[config.mk]
export PLATFORM = sky130hd
export DESIGN_NAME = dstf_framer
export DESIGN_NICKNAME = d
export VERILOG_FILES = /design/src/rtl/dstf_pkg.sv /design/src/rtl/dstf_framer.sv
export VERILOG_INCLUDE_DIRS = /design/src /design/src/rtl
export SDC_FILE = /design/constraint.sdc
export NUM_CORES = 2
export LEC_CHECK = 0
export BUFFER_PORTS_ARGS = -buffer_cell sky130_fd_sc_hd__buf_2
export CORE_ASPECT_RATIO = 0.9
export CORE_UTILIZATION = 63
export DETAILED_ROUTE_END_ITERATION = 12
export GPL_TIMING_DRIVEN = 0
export PLACE_DENSITY = 0.91
export SLEW_MARGIN = 20
export SYNTH_ARGS = -nofsm -noshare
export SYNTH_HDL_FRONTEND = slang
export SYNTH_SLANG_ARGS = --single-unit
[constraint.sdc]
create_clock -name clk -period 7.3 [get_ports clk]
set_input_delay 0.365 -clock clk [delete_from_list [all_inputs] [get_ports clk]]
set_output_delay 0.365 -clock clk [all_outputs]
set_load 0.02 [all_outputs]
[src/rtl/dstf_regs.svh]
// Behaviour
// [RULE1] start, eight data, parity, stop: eleven bits
// [RULE2] parity makes data plus parity ones even
// [RULE3] telegram: start 02, length, address, data, checksum
// [RULE4] length counts data, address and checksum bytes
// [RULE5] text telegram length is ten plus characters
// [RULE6] short address: bit7 clear, bits 0-4 station
// [RULE7] short format bit5 set means broadcast
// [RULE8] long address: bit7 set, bits 0-6 station
// [RULE9] long format all-zero station means broadcast
// [RULE10] reply echoes received address byte unchanged
// [RULE11] checksum is running xor from zero
// [RULE12] reply only to clean telegram for us
// [RULE13] broadcast accepted but never answered
// [RULE14] reply after two characters, within 20 ms
// [RULE15] master pauses two characters after reply
// [RULE16] gap two characters, telegram within 1.5 times
// [RULE17] parameter block is twelve bytes
// [RULE18] process block is two words
// [RULE19] text block: identifier, index, text, process words
// [RULE20] line rate matches master, set by configuration
// [RULE21] framing active only when protocol select zero
// [RULE22] identifier bits 12-15 carry command or reply
// [RULE23] failed command replies 0111 with error number
// [RULE24] identifier bits 0-10 carry parameter number
// [RULE25] drop telegram on parity, checksum, length, gap
// [RULE26] reply checksum covers every byte before it
`ifndef DSTF_REGS_SVH
`define DSTF_REGS_SVH
`define DSTF_STX 8'h02
`define DSTF_DATA_BITS 4'h9
`define DSTF_CHAR_BITS 32'h0000000b
`define DSTF_GAP_BITS 6'h16
`define DSTF_OVH 8'h02
`define DSTF_HDR 8'h03
`define DSTF_POS_LEN 8'h01
`define DSTF_POS_ADR 8'h02
`define DSTF_LEN_MIN 8'h02
`define DSTF_LEN_TEXT_FIX 8'h0a
`define DSTF_LEN_PARAM 8'h0e
`define DSTF_ADR_LONG 7
`define DSTF_ADR_BCAST 5
`define DSTF_SHORT_W 5
`define DSTF_CMD_FAIL 4'h7
`define DSTF_PKE_HI 8'h00
`define DSTF_PKE_LO 8'h01
`define DSTF_PWE_FIRST 8'h04
`define DSTF_PWE_LAST 8'h07
`define DSTF_PROTO_FRAMER 8'h00
`define DSTF_CLK_HZ 32'd100000000
`define DSTF_RESP_MAX_MS 32'd20
`define DSTF_RESP_MAX_CYC (`DSTF_RESP_MAX_MS * (`DSTF_CLK_HZ / 32'd1000))
`endif

[src/rtl/dstf_pkg.sv]
package dstf_pkg;
  typedef enum logic [1:0] {RX_IDLE, RX_START, RX_BITS, RX_STOP} dstf_rx_st_t;
  typedef enum logic [1:0] {TX_IDLE, TX_WAIT, TX_SEND} dstf_tx_st_t;
endpackage

[src/rtl/dstf_framer.sv]
`timescale 1ns/1ns
`include "dstf_regs.svh"
module dstf_framer #(
  parameter int MAXB = 32,
  parameter int unsigned RESP_MAX_CYC = `DSTF_RESP_MAX_CYC
) (
  input wire logic clk,
  input wire logic rst_n,
  input wire logic [15:0] baudDiv,
  input wire logic [7:0] protocolSel,
  input wire logic [6:0] stationAddr,
  input wire logic rxLine,
  output logic txLine,
  output logic txEn,
  output logic telegramDone,
  output logic telegramBcast,
  output logic [7:0] telegramLen,
  output logic [7:0] rxAddress,
  output logic [3:0] errFlags,
  output logic [3:0] parameterCommandField,
  output logic [10:0] parameterNumberField,
  input wire logic [7:0] rdIdx,
  output logic [7:0] rdData,
  input wire logic txWrEn,
  input wire logic [7:0] txWrIdx,
  input wire logic [7:0] txWrData,
  input wire logic [7:0] replyLen,
  input wire logic replyGo,
  input wire logic cmdFail,
  input wire logic [7:0] errNum,
  output logic replyPending,
  output logic replyDone,
  output logic replyTimeout
);

  typedef struct packed {
    dstf_pkg::dstf_rx_st_t rxSt;
    logic [15:0] rxDiv;
    logic [3:0] rxBit;
    logic [8:0] rxSh;
    logic [15:0] tk;
    logic fActive;
    logic [7:0] pos;
    logic [7:0] len;
    logic [7:0] runningChecksum;
    logic bad;
    logic [5:0] gapBits;
    logic [15:0] durBits;
    logic [MAXB-1:0][7:0] rxBuf;
    dstf_pkg::dstf_tx_st_t txSt;
    logic [5:0] waitBits;
    logic [31:0] waitCyc;
    logic goSeen;
    logic fail;
    logic [7:0] errNum;
    logic [MAXB-1:0][7:0] txBuf;
    logic [7:0] txPos;
    logic [7:0] txLen;
    logic [7:0] txSum;
    logic [10:0] txSh;
    logic [3:0] txBit;
    logic [15:0] txDiv;
    logic txLine;
    logic txEn;
    logic done;
    logic bcast;
    logic [7:0] telLen;
    logic [7:0] addr;
    logic [3:0] errFlags;
    logic [3:0] cmd;
    logic [10:0] pnum;
    logic [7:0] rdData;
    logic replyPend;
    logic replyDone;
    logic replyTimeout;
  } dstf_state_t;

  dstf_state_t r;
  dstf_state_t n;

  // even parity over a data byte; used on both receive and transmit
  function automatic logic evenPar(input logic [7:0] b);
    return ^b; // [RULE2]
  endfunction

  // process image: uart rx, telegram parser, reply sequencer, uart tx
  always_comb begin
    logic tick;
    logic chDone;
    logic chBad;
    logic [7:0] chByte;
    logic [7:0] sumNxt;
    logic [7:0] di;
    logic [7:0] tb;
    logic bc;
    logic mine;
    logic [31:0] durLim;
    tick = 1'b0;
    chDone = 1'b0;
    chBad = 1'b0;
    chByte = r.rxSh[7:0];
    sumNxt = 8'h00;
    di = 8'h00;
    tb = 8'h00;
    bc = 1'b0;
    mine = 1'b0;
    durLim = 32'h0;
    n = r;
    n.done = 1'b0;
    n.errFlags = 4'h0;
    n.replyDone = 1'b0;
    n.replyTimeout = 1'b0;

    // free bit-time tick, paced by the configured rate
    if (r.tk >= baudDiv - 16'h1) begin
      n.tk = 16'h0;
      tick = 1'b1; // [RULE20]
    end else begin
      n.tk = r.tk + 16'h1;
    end

    // receive one character; sample mid-bit from the start edge
    unique case (r.rxSt)
      dstf_pkg::RX_IDLE: begin
        if (!rxLine) begin
          n.rxSt = dstf_pkg::RX_START;
          n.rxDiv = baudDiv >> 1;
        end
      end
      dstf_pkg::RX_START: begin
        if (r.rxDiv == 16'h0) begin
          n.rxSt = rxLine ? dstf_pkg::RX_IDLE : dstf_pkg::RX_BITS;
          n.rxDiv = baudDiv - 16'h1;
          n.rxBit = 4'h0;
          n.gapBits = 6'h0;
        end else begin
          n.rxDiv = r.rxDiv - 16'h1;
        end
      end
      dstf_pkg::RX_BITS: begin
        if (r.rxDiv == 16'h0) begin
          n.rxSh = {rxLine, r.rxSh[8:1]};
          n.rxDiv = baudDiv - 16'h1;
          n.rxBit = r.rxBit + 4'h1;
          if (r.rxBit == `DSTF_DATA_BITS - 4'h1) begin
            n.rxSt = dstf_pkg::RX_STOP; // [RULE1]
          end
        end else begin
          n.rxDiv = r.rxDiv - 16'h1;
        end
      end
      dstf_pkg::RX_STOP: begin
        if (r.rxDiv == 16'h0) begin
          n.rxSt = dstf_pkg::RX_IDLE;
          chDone = 1'b1;
          // a missing stop bit is treated like a parity fault
          chBad = (evenPar(r.rxSh[7:0]) != r.rxSh[8]) || !rxLine; // [RULE2]
        end else begin
          n.rxDiv = r.rxDiv - 16'h1;
        end
      end
    endcase

    // telegram watchdogs: character gap and total duration
    durLim = `DSTF_CHAR_BITS * (32'(r.len) + 32'(`DSTF_OVH)) * 32'h3;
    if (r.fActive && tick) begin
      n.durBits = r.durBits + 16'h1;
      if (r.rxSt == dstf_pkg::RX_IDLE) begin
        n.gapBits = r.gapBits + 6'h1;
      end
      if ((r.rxSt == dstf_pkg::RX_IDLE && r.gapBits >= `DSTF_GAP_BITS) ||
          (r.pos > `DSTF_POS_LEN && 32'(r.durBits) * 32'h2 > durLim)) begin
        n.fActive = 1'b0; // [RULE16]
        n.errFlags[3] = 1'b1; // [RULE25]
      end
    end

    // parse bytes into the telegram
    sumNxt = r.runningChecksum ^ chByte; // [RULE11]
    if (chDone && !r.fActive && chByte == `DSTF_STX && !chBad) begin
      n.fActive = 1'b1; // [RULE3]
      n.pos = `DSTF_POS_LEN;
      n.runningChecksum = chByte; // [RULE11]
      n.bad = 1'b0;
      n.durBits = 16'h0;
      n.len = 8'h0;
    end else if (chDone && r.fActive) begin
      n.pos = r.pos + 8'h1;
      n.runningChecksum = sumNxt;
      n.bad = r.bad | chBad;
      if (r.pos == `DSTF_POS_LEN) begin
        n.len = chByte;
        // data must fit the buffer; text is 10 fixed plus chars
        if (chByte < `DSTF_LEN_MIN || 32'(chByte) > MAXB + 2) begin
          n.fActive = 1'b0; // [RULE4]
          n.errFlags[2] = 1'b1; // [RULE25]
        end
      end else if (r.pos == `DSTF_POS_ADR) begin
        n.addr = chByte;
      end else if (r.pos <= r.len) begin
        n.rxBuf[r.pos - `DSTF_HDR] = chByte; // [RULE17] [RULE18] [RULE19]
      end else begin
        // checksum byte: running xor must now be zero
        n.fActive = 1'b0;
        bc = r.addr[`DSTF_ADR_LONG] ? (r.addr[6:0] == 7'h00)        // [RULE9]
                                    : r.addr[`DSTF_ADR_BCAST];     // [RULE7]
        mine = r.addr[`DSTF_ADR_LONG] ?
               (r.addr[6:0] == stationAddr) :                     // [RULE8]
               (r.addr[4:0] == stationAddr[`DSTF_SHORT_W-1:0] &&
                stationAddr[6:`DSTF_SHORT_W] == 2'h0);            // [RULE6]
        if (r.bad || chBad) begin
          n.errFlags[0] = 1'b1; // [RULE25]
        end else if (sumNxt != 8'h00) begin
          n.errFlags[1] = 1'b1; // [RULE25]
        end else if (protocolSel == `DSTF_PROTO_FRAMER && (bc || mine)) begin
          n.done = 1'b1; // [RULE21]
          n.bcast = bc;
          n.telLen = r.len; // [RULE5]
          n.cmd = r.rxBuf[`DSTF_PKE_HI][7:4]; // [RULE22]
          n.pnum = {r.rxBuf[`DSTF_PKE_HI][2:0],
                    r.rxBuf[`DSTF_PKE_LO]}; // [RULE24]
          if (!bc && r.txSt == dstf_pkg::TX_IDLE) begin
            n.txSt = dstf_pkg::TX_WAIT; // [RULE12] [RULE13]
            n.replyPend = 1'b1;
            n.waitBits = 6'h0;
            n.waitCyc = 32'h0;
            n.goSeen = 1'b0;
          end
        end
      end
    end

    // user access to the data bytes of the last telegram
    n.rdData = (32'(rdIdx) < MAXB) ? r.rxBuf[rdIdx] : 8'h00;
    if (txWrEn && r.txSt != dstf_pkg::TX_SEND && 32'(txWrIdx) < MAXB) begin
      n.txBuf[txWrIdx] = txWrData;
    end

    // reply gating: two character times minimum, 20 ms deadline
    if (r.txSt == dstf_pkg::TX_WAIT) begin
      n.waitCyc = r.waitCyc + 32'h1;
      if (tick && r.waitBits <= `DSTF_GAP_BITS) begin
        n.waitBits = r.waitBits + 6'h1;
      end
      if (replyGo && !r.goSeen) begin
        n.goSeen = 1'b1;
        n.fail = cmdFail;
        n.errNum = errNum;
        n.txLen = replyLen;
      end
      if (r.goSeen && r.waitBits > `DSTF_GAP_BITS) begin
        n.txSt = dstf_pkg::TX_SEND; // [RULE14]
        n.txPos = 8'h0;
        n.txSum = 8'h00;
        n.txBit = 4'hf;
        n.txDiv = 16'h0;
        n.txEn = 1'b1;
      end else if (r.waitCyc >= RESP_MAX_CYC - 32'h1) begin
        // late software loses the reply rather than break timing
        n.txSt = dstf_pkg::TX_IDLE; // [RULE14]
        n.replyPend = 1'b0;
        n.replyTimeout = 1'b1;
      end
    end

    // pick the next reply byte; failed commands rewrite their fields
    di = r.txPos - `DSTF_HDR;
    if (r.txPos == 8'h0) begin
      tb = `DSTF_STX; // [RULE3]
    end else if (r.txPos == `DSTF_POS_LEN) begin
      tb = r.txLen; // [RULE4]
    end else if (r.txPos == `DSTF_POS_ADR) begin
      tb = r.addr; // [RULE10]
    end else if (r.txPos <= r.txLen && 32'(di) < MAXB) begin
      tb = r.txBuf[di];
      if (r.fail && di == `DSTF_PKE_HI) begin
        tb = {`DSTF_CMD_FAIL, r.txBuf[di][3:0]}; // [RULE23]
      end else if (r.fail && di == `DSTF_PWE_LAST) begin
        tb = r.errNum; // [RULE23]
      end else if (r.fail && di >= `DSTF_PWE_FIRST && di < `DSTF_PWE_LAST) begin
        tb = 8'h00;
      end
    end else begin
      tb = r.txSum; // [RULE26]
    end

    // transmit: load a frame, then shift lsb first at bit rate
    if (r.txSt == dstf_pkg::TX_SEND) begin
      if (r.txDiv != 16'h0) begin
        n.txDiv = r.txDiv - 16'h1;
      end else if (r.txBit == 4'hf) begin
        if (r.txPos > r.txLen + 8'h1) begin
          n.txSt = dstf_pkg::TX_IDLE;
          n.txEn = 1'b0;
          n.txLine = 1'b1;
          n.replyPend = 1'b0;
          n.replyDone = 1'b1;
        end else begin
          n.txSh = {1'b1, evenPar(tb), tb, 1'b0}; // [RULE1] [RULE2]
          n.txSum = r.txSum ^ tb; // [RULE11] [RULE26]
          n.txPos = r.txPos + 8'h1;
          n.txBit = 4'h0;
        end
      end else begin
        n.txLine = r.txSh[0];
        n.txSh = {1'b1, r.txSh[10:1]};
        n.txDiv = baudDiv - 16'h1;
        n.txBit = (32'(r.txBit) == `DSTF_CHAR_BITS - 32'h1) ?
                  4'hf : r.txBit + 4'h1;
      end
    end
  end

  // one register bank for the whole state; idle line is high
  always_ff @(posedge clk) begin
    if (!rst_n) begin
      r <= '0;
      r.txLine <= 1'b1;
    end else begin
      r <= n;
    end
  end

  assign txLine = r.txLine;
  assign txEn = r.txEn;
  assign telegramDone = r.done;
  assign telegramBcast = r.bcast;
  assign telegramLen = r.telLen;
  assign rxAddress = r.addr;
  assign errFlags = r.errFlags;
  assign parameterCommandField = r.cmd;
  assign parameterNumberField = r.pnum;
  assign rdData = r.rdData;
  assign replyPending = r.replyPend;
  assign replyDone = r.replyDone;
  assign replyTimeout = r.replyTimeout;

endmodule // dstf_framer

* Word level (Yosys, flattened, before mapping)
Cells that the tools add are included.
Word-level totals: input port bits 77, flip-flop bits (word level) 762, bits in latches 0, memory bits (read-only) 0, memory bits (writable) 0, memories 0, output and inout bits 50, word-level logic and storage cells 377
Cells by class: $mul 2, divide/modulo/power cells 0, shift-type cells 0, equal/unequal tests 32, reductions and logical operators 71, add/subtract/negate cells 16, muxes and demuxes 113, $lt $le $gt $ge 23, bitwise gates (word level) 15
Operators by type and width (number):
- bitwise mux 256 bit | 2
- 2-to-1 mux 41 bit | 10
- 2-to-1 mux 8 bit | 20
- binary-select mux 8 bit (select 5 bit) | 2
- demux 8 bit (select 5 bit) | 2
- one-hot mux 18 bit (4 select lines) | 1
- 2-to-1 mux 16 bit | 4
- < comparator 8 x 6 -> 1 bit (second input constant) | 7
- 2-to-1 mux 26 bit | 2
- 2-to-1 mux 50 bit | 1
- subtractor 16 x 1 -> 16 bit (second input constant) | 3
- 2-to-1 mux 23 bit | 2
- 2-to-1 mux 20 bit | 2
- 2-to-1 mux 1 bit | 34
- 2-to-1 mux 2 bit | 17
- adder 16 x 1 -> 16 bit (second input constant) | 2
- adder 32 x 1 -> 32 bit (second input constant) | 1
- >= comparator 32 x 21 -> 1 bit (second input constant) | 1
- adder 8 x 1 -> 8 bit (second input constant) | 3
- == test 8 x 2 -> 1 bit (second input constant) | 3
- zero test 8 bit | 3
- 2-to-1 mux 24 bit | 1
- 2-to-1 mux 6 bit | 4
- logical AND 1 bit | 22
- 60 further kinds | 123

* Longest topological paths before layout
word-level depth 20, gate-level depth with buffers 32, mapped depth without buffers 32

* Worst setup path after synthesis
No wires, ideal clock.
path kind reg2reg, from register r[699] in the netlist's numbering, to register r[714] in the netlist's numbering, stages on the path, launching flop included 27, setup time 0.070 ns, period minus slack after synthesis 5.655 ns, data required time 7.230 ns, arrival 5.584 ns, setup slack 1.645 ns, cells stage by stage dfxtp_1 inv_1 ha_1 inv_1 ha_1 ha_1 fa_1 ha_1 nor2b_1 o21a_1 o21a_1 o21a_1 o21a_1 o21a_1 o21a_1 o21a_1 o41ai_1 xor2_1 ha_1 nand4_1 nor4_1 a21oi_1 o311ai_0 o21ai_0 o21ai_0 nand4_1 a21oi_1
Between the ends: cells in the longest elaborated chain, start to end 13, elaborated cells on any way between the ends 15, those cells by class add/sub: 1; mul: 2; order compare: 2; mux: 8; reduce/logical: 2
Ends and longest elaborated chain:
- from (decl) | line dstf_framer.sv:78 | dstf_state_t r;
- from (signal assigned) | line dstf_framer.sv:320 | r <= n;
- adder 8 x 2 -> 9 bit | line dstf_framer.sv:165 | durLim = `DSTF_CHAR_BITS * (32'(r.len) + 32'(`DSTF_OVH)) * 32'h3;
- multiplier 4 x 9 -> 13 bit (no line)
- multiplier 13 x 2 -> 15 bit (no line)
- > comparator 17 x 15 -> 1 bit | line dstf_framer.sv:172 | (r.pos > `DSTF_POS_LEN && 32'(r.durBits) * 32'h2 > durLim)) begin
- logical AND 1 bit | line dstf_framer.sv:172
- logical OR 1 bit | line dstf_framer.sv:171 | if ((r.rxSt == dstf_pkg::RX_IDLE && r.gapBits >= `DSTF_GAP_BITS) ||
- 2-to-1 mux 1 bit | line dstf_framer.sv:171
- 2-to-1 mux 1 bit | line dstf_framer.sv:166 | if (r.fActive && tick) begin
- 2-to-1 mux 1 bit | line dstf_framer.sv:200 | end else if (r.pos <= r.len) begin
- 2-to-1 mux 1 bit | line dstf_framer.sv:198 | end else if (r.pos == `DSTF_POS_ADR) begin
- 2-to-1 mux 1 bit | line dstf_framer.sv:191 | if (r.pos == `DSTF_POS_LEN) begin
- 2-to-1 mux 26 bit * | line dstf_framer.sv:187 | end else if (chDone && r.fActive) begin
- 2-to-1 mux 26 bit * | line dstf_framer.sv:180 | if (chDone && !r.fActive && chByte == `DSTF_STX && !chBad) begin
Every way passes the cells marked *; elsewhere a longest branch is shown, timed or not. The select of a mux whose other input is x is not followed. A chain may end at the register's enable or synchronous reset.

* Worst setup path in the final report
from register r[700] in the netlist's numbering, to register r[714] in the netlist's numbering
The elaborated chain is that of the path after synthesis.

==> flow_metrics.env <==
export IMPL_synthDistinctLibCells=84
export IMPL_tightestPinTransition_ps=1250
export IMPL_fin_skew_ps=28.3
export IMPL_syn_num_nets=4604
export IMPL_p_clk_share_pct=47.9
export IMPL_layout_drive_gt1_share_pct=11.1
export IMPL_drv_cap=0
export IMPL_clockBufferDepth=3
export IMPL_wl_met2_mm=51.5
export IMPL_grt_max_degree=16
export IMPL_layout_nets=4817
export IMPL_synth_edf_count=0
export IMPL_p_sw_mw=2.07
export IMPL_swShare_pct=23.5
export IMPL_pwr_density_cell_nw_per_um2=206
export IMPL_cts_tree="built"
export IMPL_synthFlopType="dfxtp_1"
export IMPL_hold_class="in -> reg"
export IMPL_ys_seq_elements=762
export IMPL_cp_end_kind="register"
export IMPL_dp_hpwl_mm=79.7
export IMPL_setup_tns_ps=0
export IMPL_crit_type="reg -> reg"
export IMPL_syn_to_final_growth_pct=11.7
export IMPL_initialDrtViolationCount=4995
export IMPL_hold_start="txWrData[7]"
export IMPL_drt_met1_wl_mm=42.4
export IMPL_rsz0062_at_grt="false"
export IMPL_drt_vias_per_instance=6.50
export IMPL_firstDrtPassIters=12
export IMPL_status="finished with violations"
export IMPL_syn_area_per_cell_um2=8.68
export IMPL_synth_async_reset_ratio_pct=0
export IMPL_antenna_found_initial=4
export IMPL_cts_root_buf="clkbuf_16"
export IMPL_violations="DRC"
export IMPL_ant_nets=0
export IMPL_fin_area_um2=42600
export IMPL_seq_area_frac_synth_pct=40.0
export IMPL_cts_buffers=76
export IMPL_ff2ff_setup_slack_ps=480
export IMPL_die_w_um=261
export IMPL_yosys_warnings=0
export IMPL_grt_first_pass_wirelength_mm=182
export IMPL_holdPathEnd="r[112]$_SDFFE_PN0P_"
export IMPL_r2r_start="r[700]$_SDFFE_PP0P_"
export IMPL_crit_path_frequent_cell="ha_1"
export IMPL_regToRegEndpoint="r[714]$_SDFF_PN0_"
export IMPL_cts_sink_count=762
export IMPL_vias=35500
export IMPL_drv_slew=0
export IMPL_critPathArrivalTime_ps=7380
export IMPL_wire_per_inst_um=21.4
export IMPL_post_cts_setup_buffers=0
export IMPL_drc=24
export IMPL_fillers=4019
export IMPL_synthAdderAreaFrac_pct=4.55
export IMPL_synth_compound_area_share_pct=11.1
export IMPL_syn_inst=4393
export IMPL_hold_depth=3
export IMPL_synth_xor_xnor_area_share_pct=2.61
export IMPL_period_minus_slack_ps=6820
export IMPL_grt_pass1_vias=34000
export IMPL_routed_wl_mm=116
export IMPL_muxShareOfSynthArea_pct=17.0
export IMPL_met3_length_mm=15.6
export IMPL_startpoint_type="register"
export IMPL_max_vdd_ir_drop_mv=0.150
export IMPL_core_area_um2=59800
export IMPL_critPathMaxStageDelay_ps=470
export IMPL_setup_viol=0
export IMPL_cellLeakagePower_nw=16.1
export IMPL_synth_top_family_by_area="simple AND/OR/NAND/NOR gates"
export IMPL_slew_headroom_pct=16.1
export IMPL_hold_viol=0
export IMPL_final_core_util_pct=71.2
export IMPL_htree_levels=3
export IMPL_die_area_um2=61500
export IMPL_post_dp_cell_area_um2=39700
export IMPL_grt_total_usage_pct=37.2
export IMPL_clkLatencyLatePin_ps=650
export IMPL_die_y_um=235
export IMPL_p_seq_share_pct=47.6
export IMPL_port_buffers=118
export IMPL_grt_ovfl_total=0
export IMPL_synth_cell_area_um2=38100
export IMPL_start_util_pct=63.8
export IMPL_crit_slowest_cell="dfxtp_1"
export IMPL_reg2regPathDepth=30
export IMPL_path_clk_slew_ps=70
export IMPL_fmax_mhz=147
export IMPL_worstPathRequired_ps=7860
export IMPL_rows=85
export IMPL_worstPathMaxFanout=7
export IMPL_finalWeightedCongestion=1.03
export IMPL_top_layer="met5"
export IMPL_io_pins=127
export IMPL_pwr_share_comb_pct=4.5
export IMPL_finalCritPeriodShare_pct=93.4
export IMPL_p_int_mw=6.72
export IMPL_yosys_area_share_simple_pct=20.2
-- routing by layer --
layer | vias up | track usage, %
met3 | 584 | 11.1
met1 | 16600 | 47.3
met2 | 2615 | 56.6
met5 | - | 0
met4 | 4 | 20.4
li1 | 15600 | -
-- flip-flops by register name, indices dropped and copies added (netlist names), 4 cells and up, named ones only --
signal,cells
telegramLen,8
rxAddress,8
r,711
parameterCommandField,4
errFlags,4
parameterNumberField,11
rdData,8
-- cells in the final DEF (no fill, tap or decap), drive strengths merged, types with 26 or more instances in the layout --
cell type,netlist,layout
xnor2,51,51
inv,99,101
nor3,65,65
buf,81,199
o21ai,122,122
mux4,146,146
a21oi,436,436
nand2b,26,26
nand2,810,810
ha,129,129
nand4,31,31
nor2,552,552
nand3,111,111
dfxtp,762,762
or2,29,29
and3,35,35
xor2,59,59
clkbuf,217,321
mux2i,313,313
-- worst max-delay path by stage --
stage / start / end / cells after the start
final: r[700]$_SDFFE_PP0P_ / r[714]$_SDFF_PN0_ / 30
after global routing: r[700]$_SDFFE_PP0P_ / r[714]$_SDFF_PN0_ / 30
after CTS: r[699]$_SDFFE_PP0P_ / r[714]$_SDFF_PN0_ / 30
after detailed placement: r[699]$_SDFFE_PP0P_ / r[714]$_SDFF_PN0_ / 30
after global placement: r[699]$_SDFFE_PP0P_ / r[714]$_SDFF_PN0_ / 31
after floorplan: r[699]$_SDFFE_PP0P_ / r[714]$_SDFF_PN0_ / 26
-- final cells by class --
type                    instances  area, µm²  area share (%)
diodes                          3       7.51          0.0176
plain buffers                 298       1370            3.22
clock buffers                 104       2180            5.12
clock inverters                35        494            1.16
inverters                     100        375           0.882
multi-input cells            3233      21200            49.7
flip-flops and latches        762      15300            35.8
well taps                     783        980            2.30
repair buffers                135        761            1.79
-- logic make-up after synthesis --
kind of cell,count (synthesis)
AND/OR/NAND/NOR,1780
flip-flops,762
AO/OA/AOI/OAI,740
multiplexers,466
buffers and inverters,398
adder cells (fa/ha/maj),136
XOR/XNOR,111
-- worst max-delay path, delay by kind of cell, from the launching register on --
family	cells	cell delay, ps
AO/OA/AOI/OAI	12	2340
adder cells (fa/ha/maj)	6	1880
AND/OR/NAND/NOR	8	1230
XOR/XNOR	4	820
flip-flops	1	470
-- metrics by stage --
| step | instances | setup slack, ps | hold WS, ps | total power [mW] |
|---|---|---|---|---|
| 3_5_place_dp | 5294 | 501 | 428 | 4.65 |
| 2_1_floorplan | 4393 | 1650 | 412 | 4.51 |
| 3_3_place_gp | 5294 | 799 | 425 | 4.64 |
| 4_1_cts | 5450 | 393 | 15.9 | 8.75 |
| 5_1_grt | 5450 | 2.30 | 54.8 | 8.97 |
| 6_report | 5453 | 484 | 40.6 | 8.79 |
-- synth_stat cells (24+ instances only) --
cell type / count / area share (%)
nand4_1: 31 / 0.51
and3_1: 35 / 0.57
nand3_1: 111 / 1.5
ha_1: 129 / 4.2
a21oi_1: 435 / 5.7
nand2_1: 806 / 7.9
o21a_1: 24 / 0.47
mux4_2: 146 / 8.6
nor2_1: 548 / 5.4
or2_2: 28 / 0.46
buf_4: 52 / 1.0
nor3_1: 60 / 0.79
mux2i_1: 313 / 8.2
dfxtp_1: 762 / 40
xor2_1: 59 / 1.4
nand2b_1: 26 / 0.43
xnor2_1: 50 / 1.1
a31oi_1: 24 / 0.39
clkbuf_1: 217 / 2.1
o21ai_0: 119 / 1.6
inv_1: 99 / 0.97
-- repair_timing --
item,in CTS,in global routing
endpoints found under the hold margin,17,0
resized for setup,0,2
endpoints found under the setup margin,0,2
hold buffers,17,0
-- power groups by stage --
stage | registers [mW] | logic, mW | clock network (mW)
3_3_place_gp | 4.28 | 0.358 | 0
5_1_grt | 4.19 | 0.413 | 4.37
2_1_floorplan | 4.28 | 0.231 | 0
4_1_cts | 4.19 | 0.377 | 4.19
6_report | 4.19 | 0.394 | 4.21
3_5_place_dp | 4.28 | 0.366 | 0
Note: power is estimated with default switching activity, not from simulation.
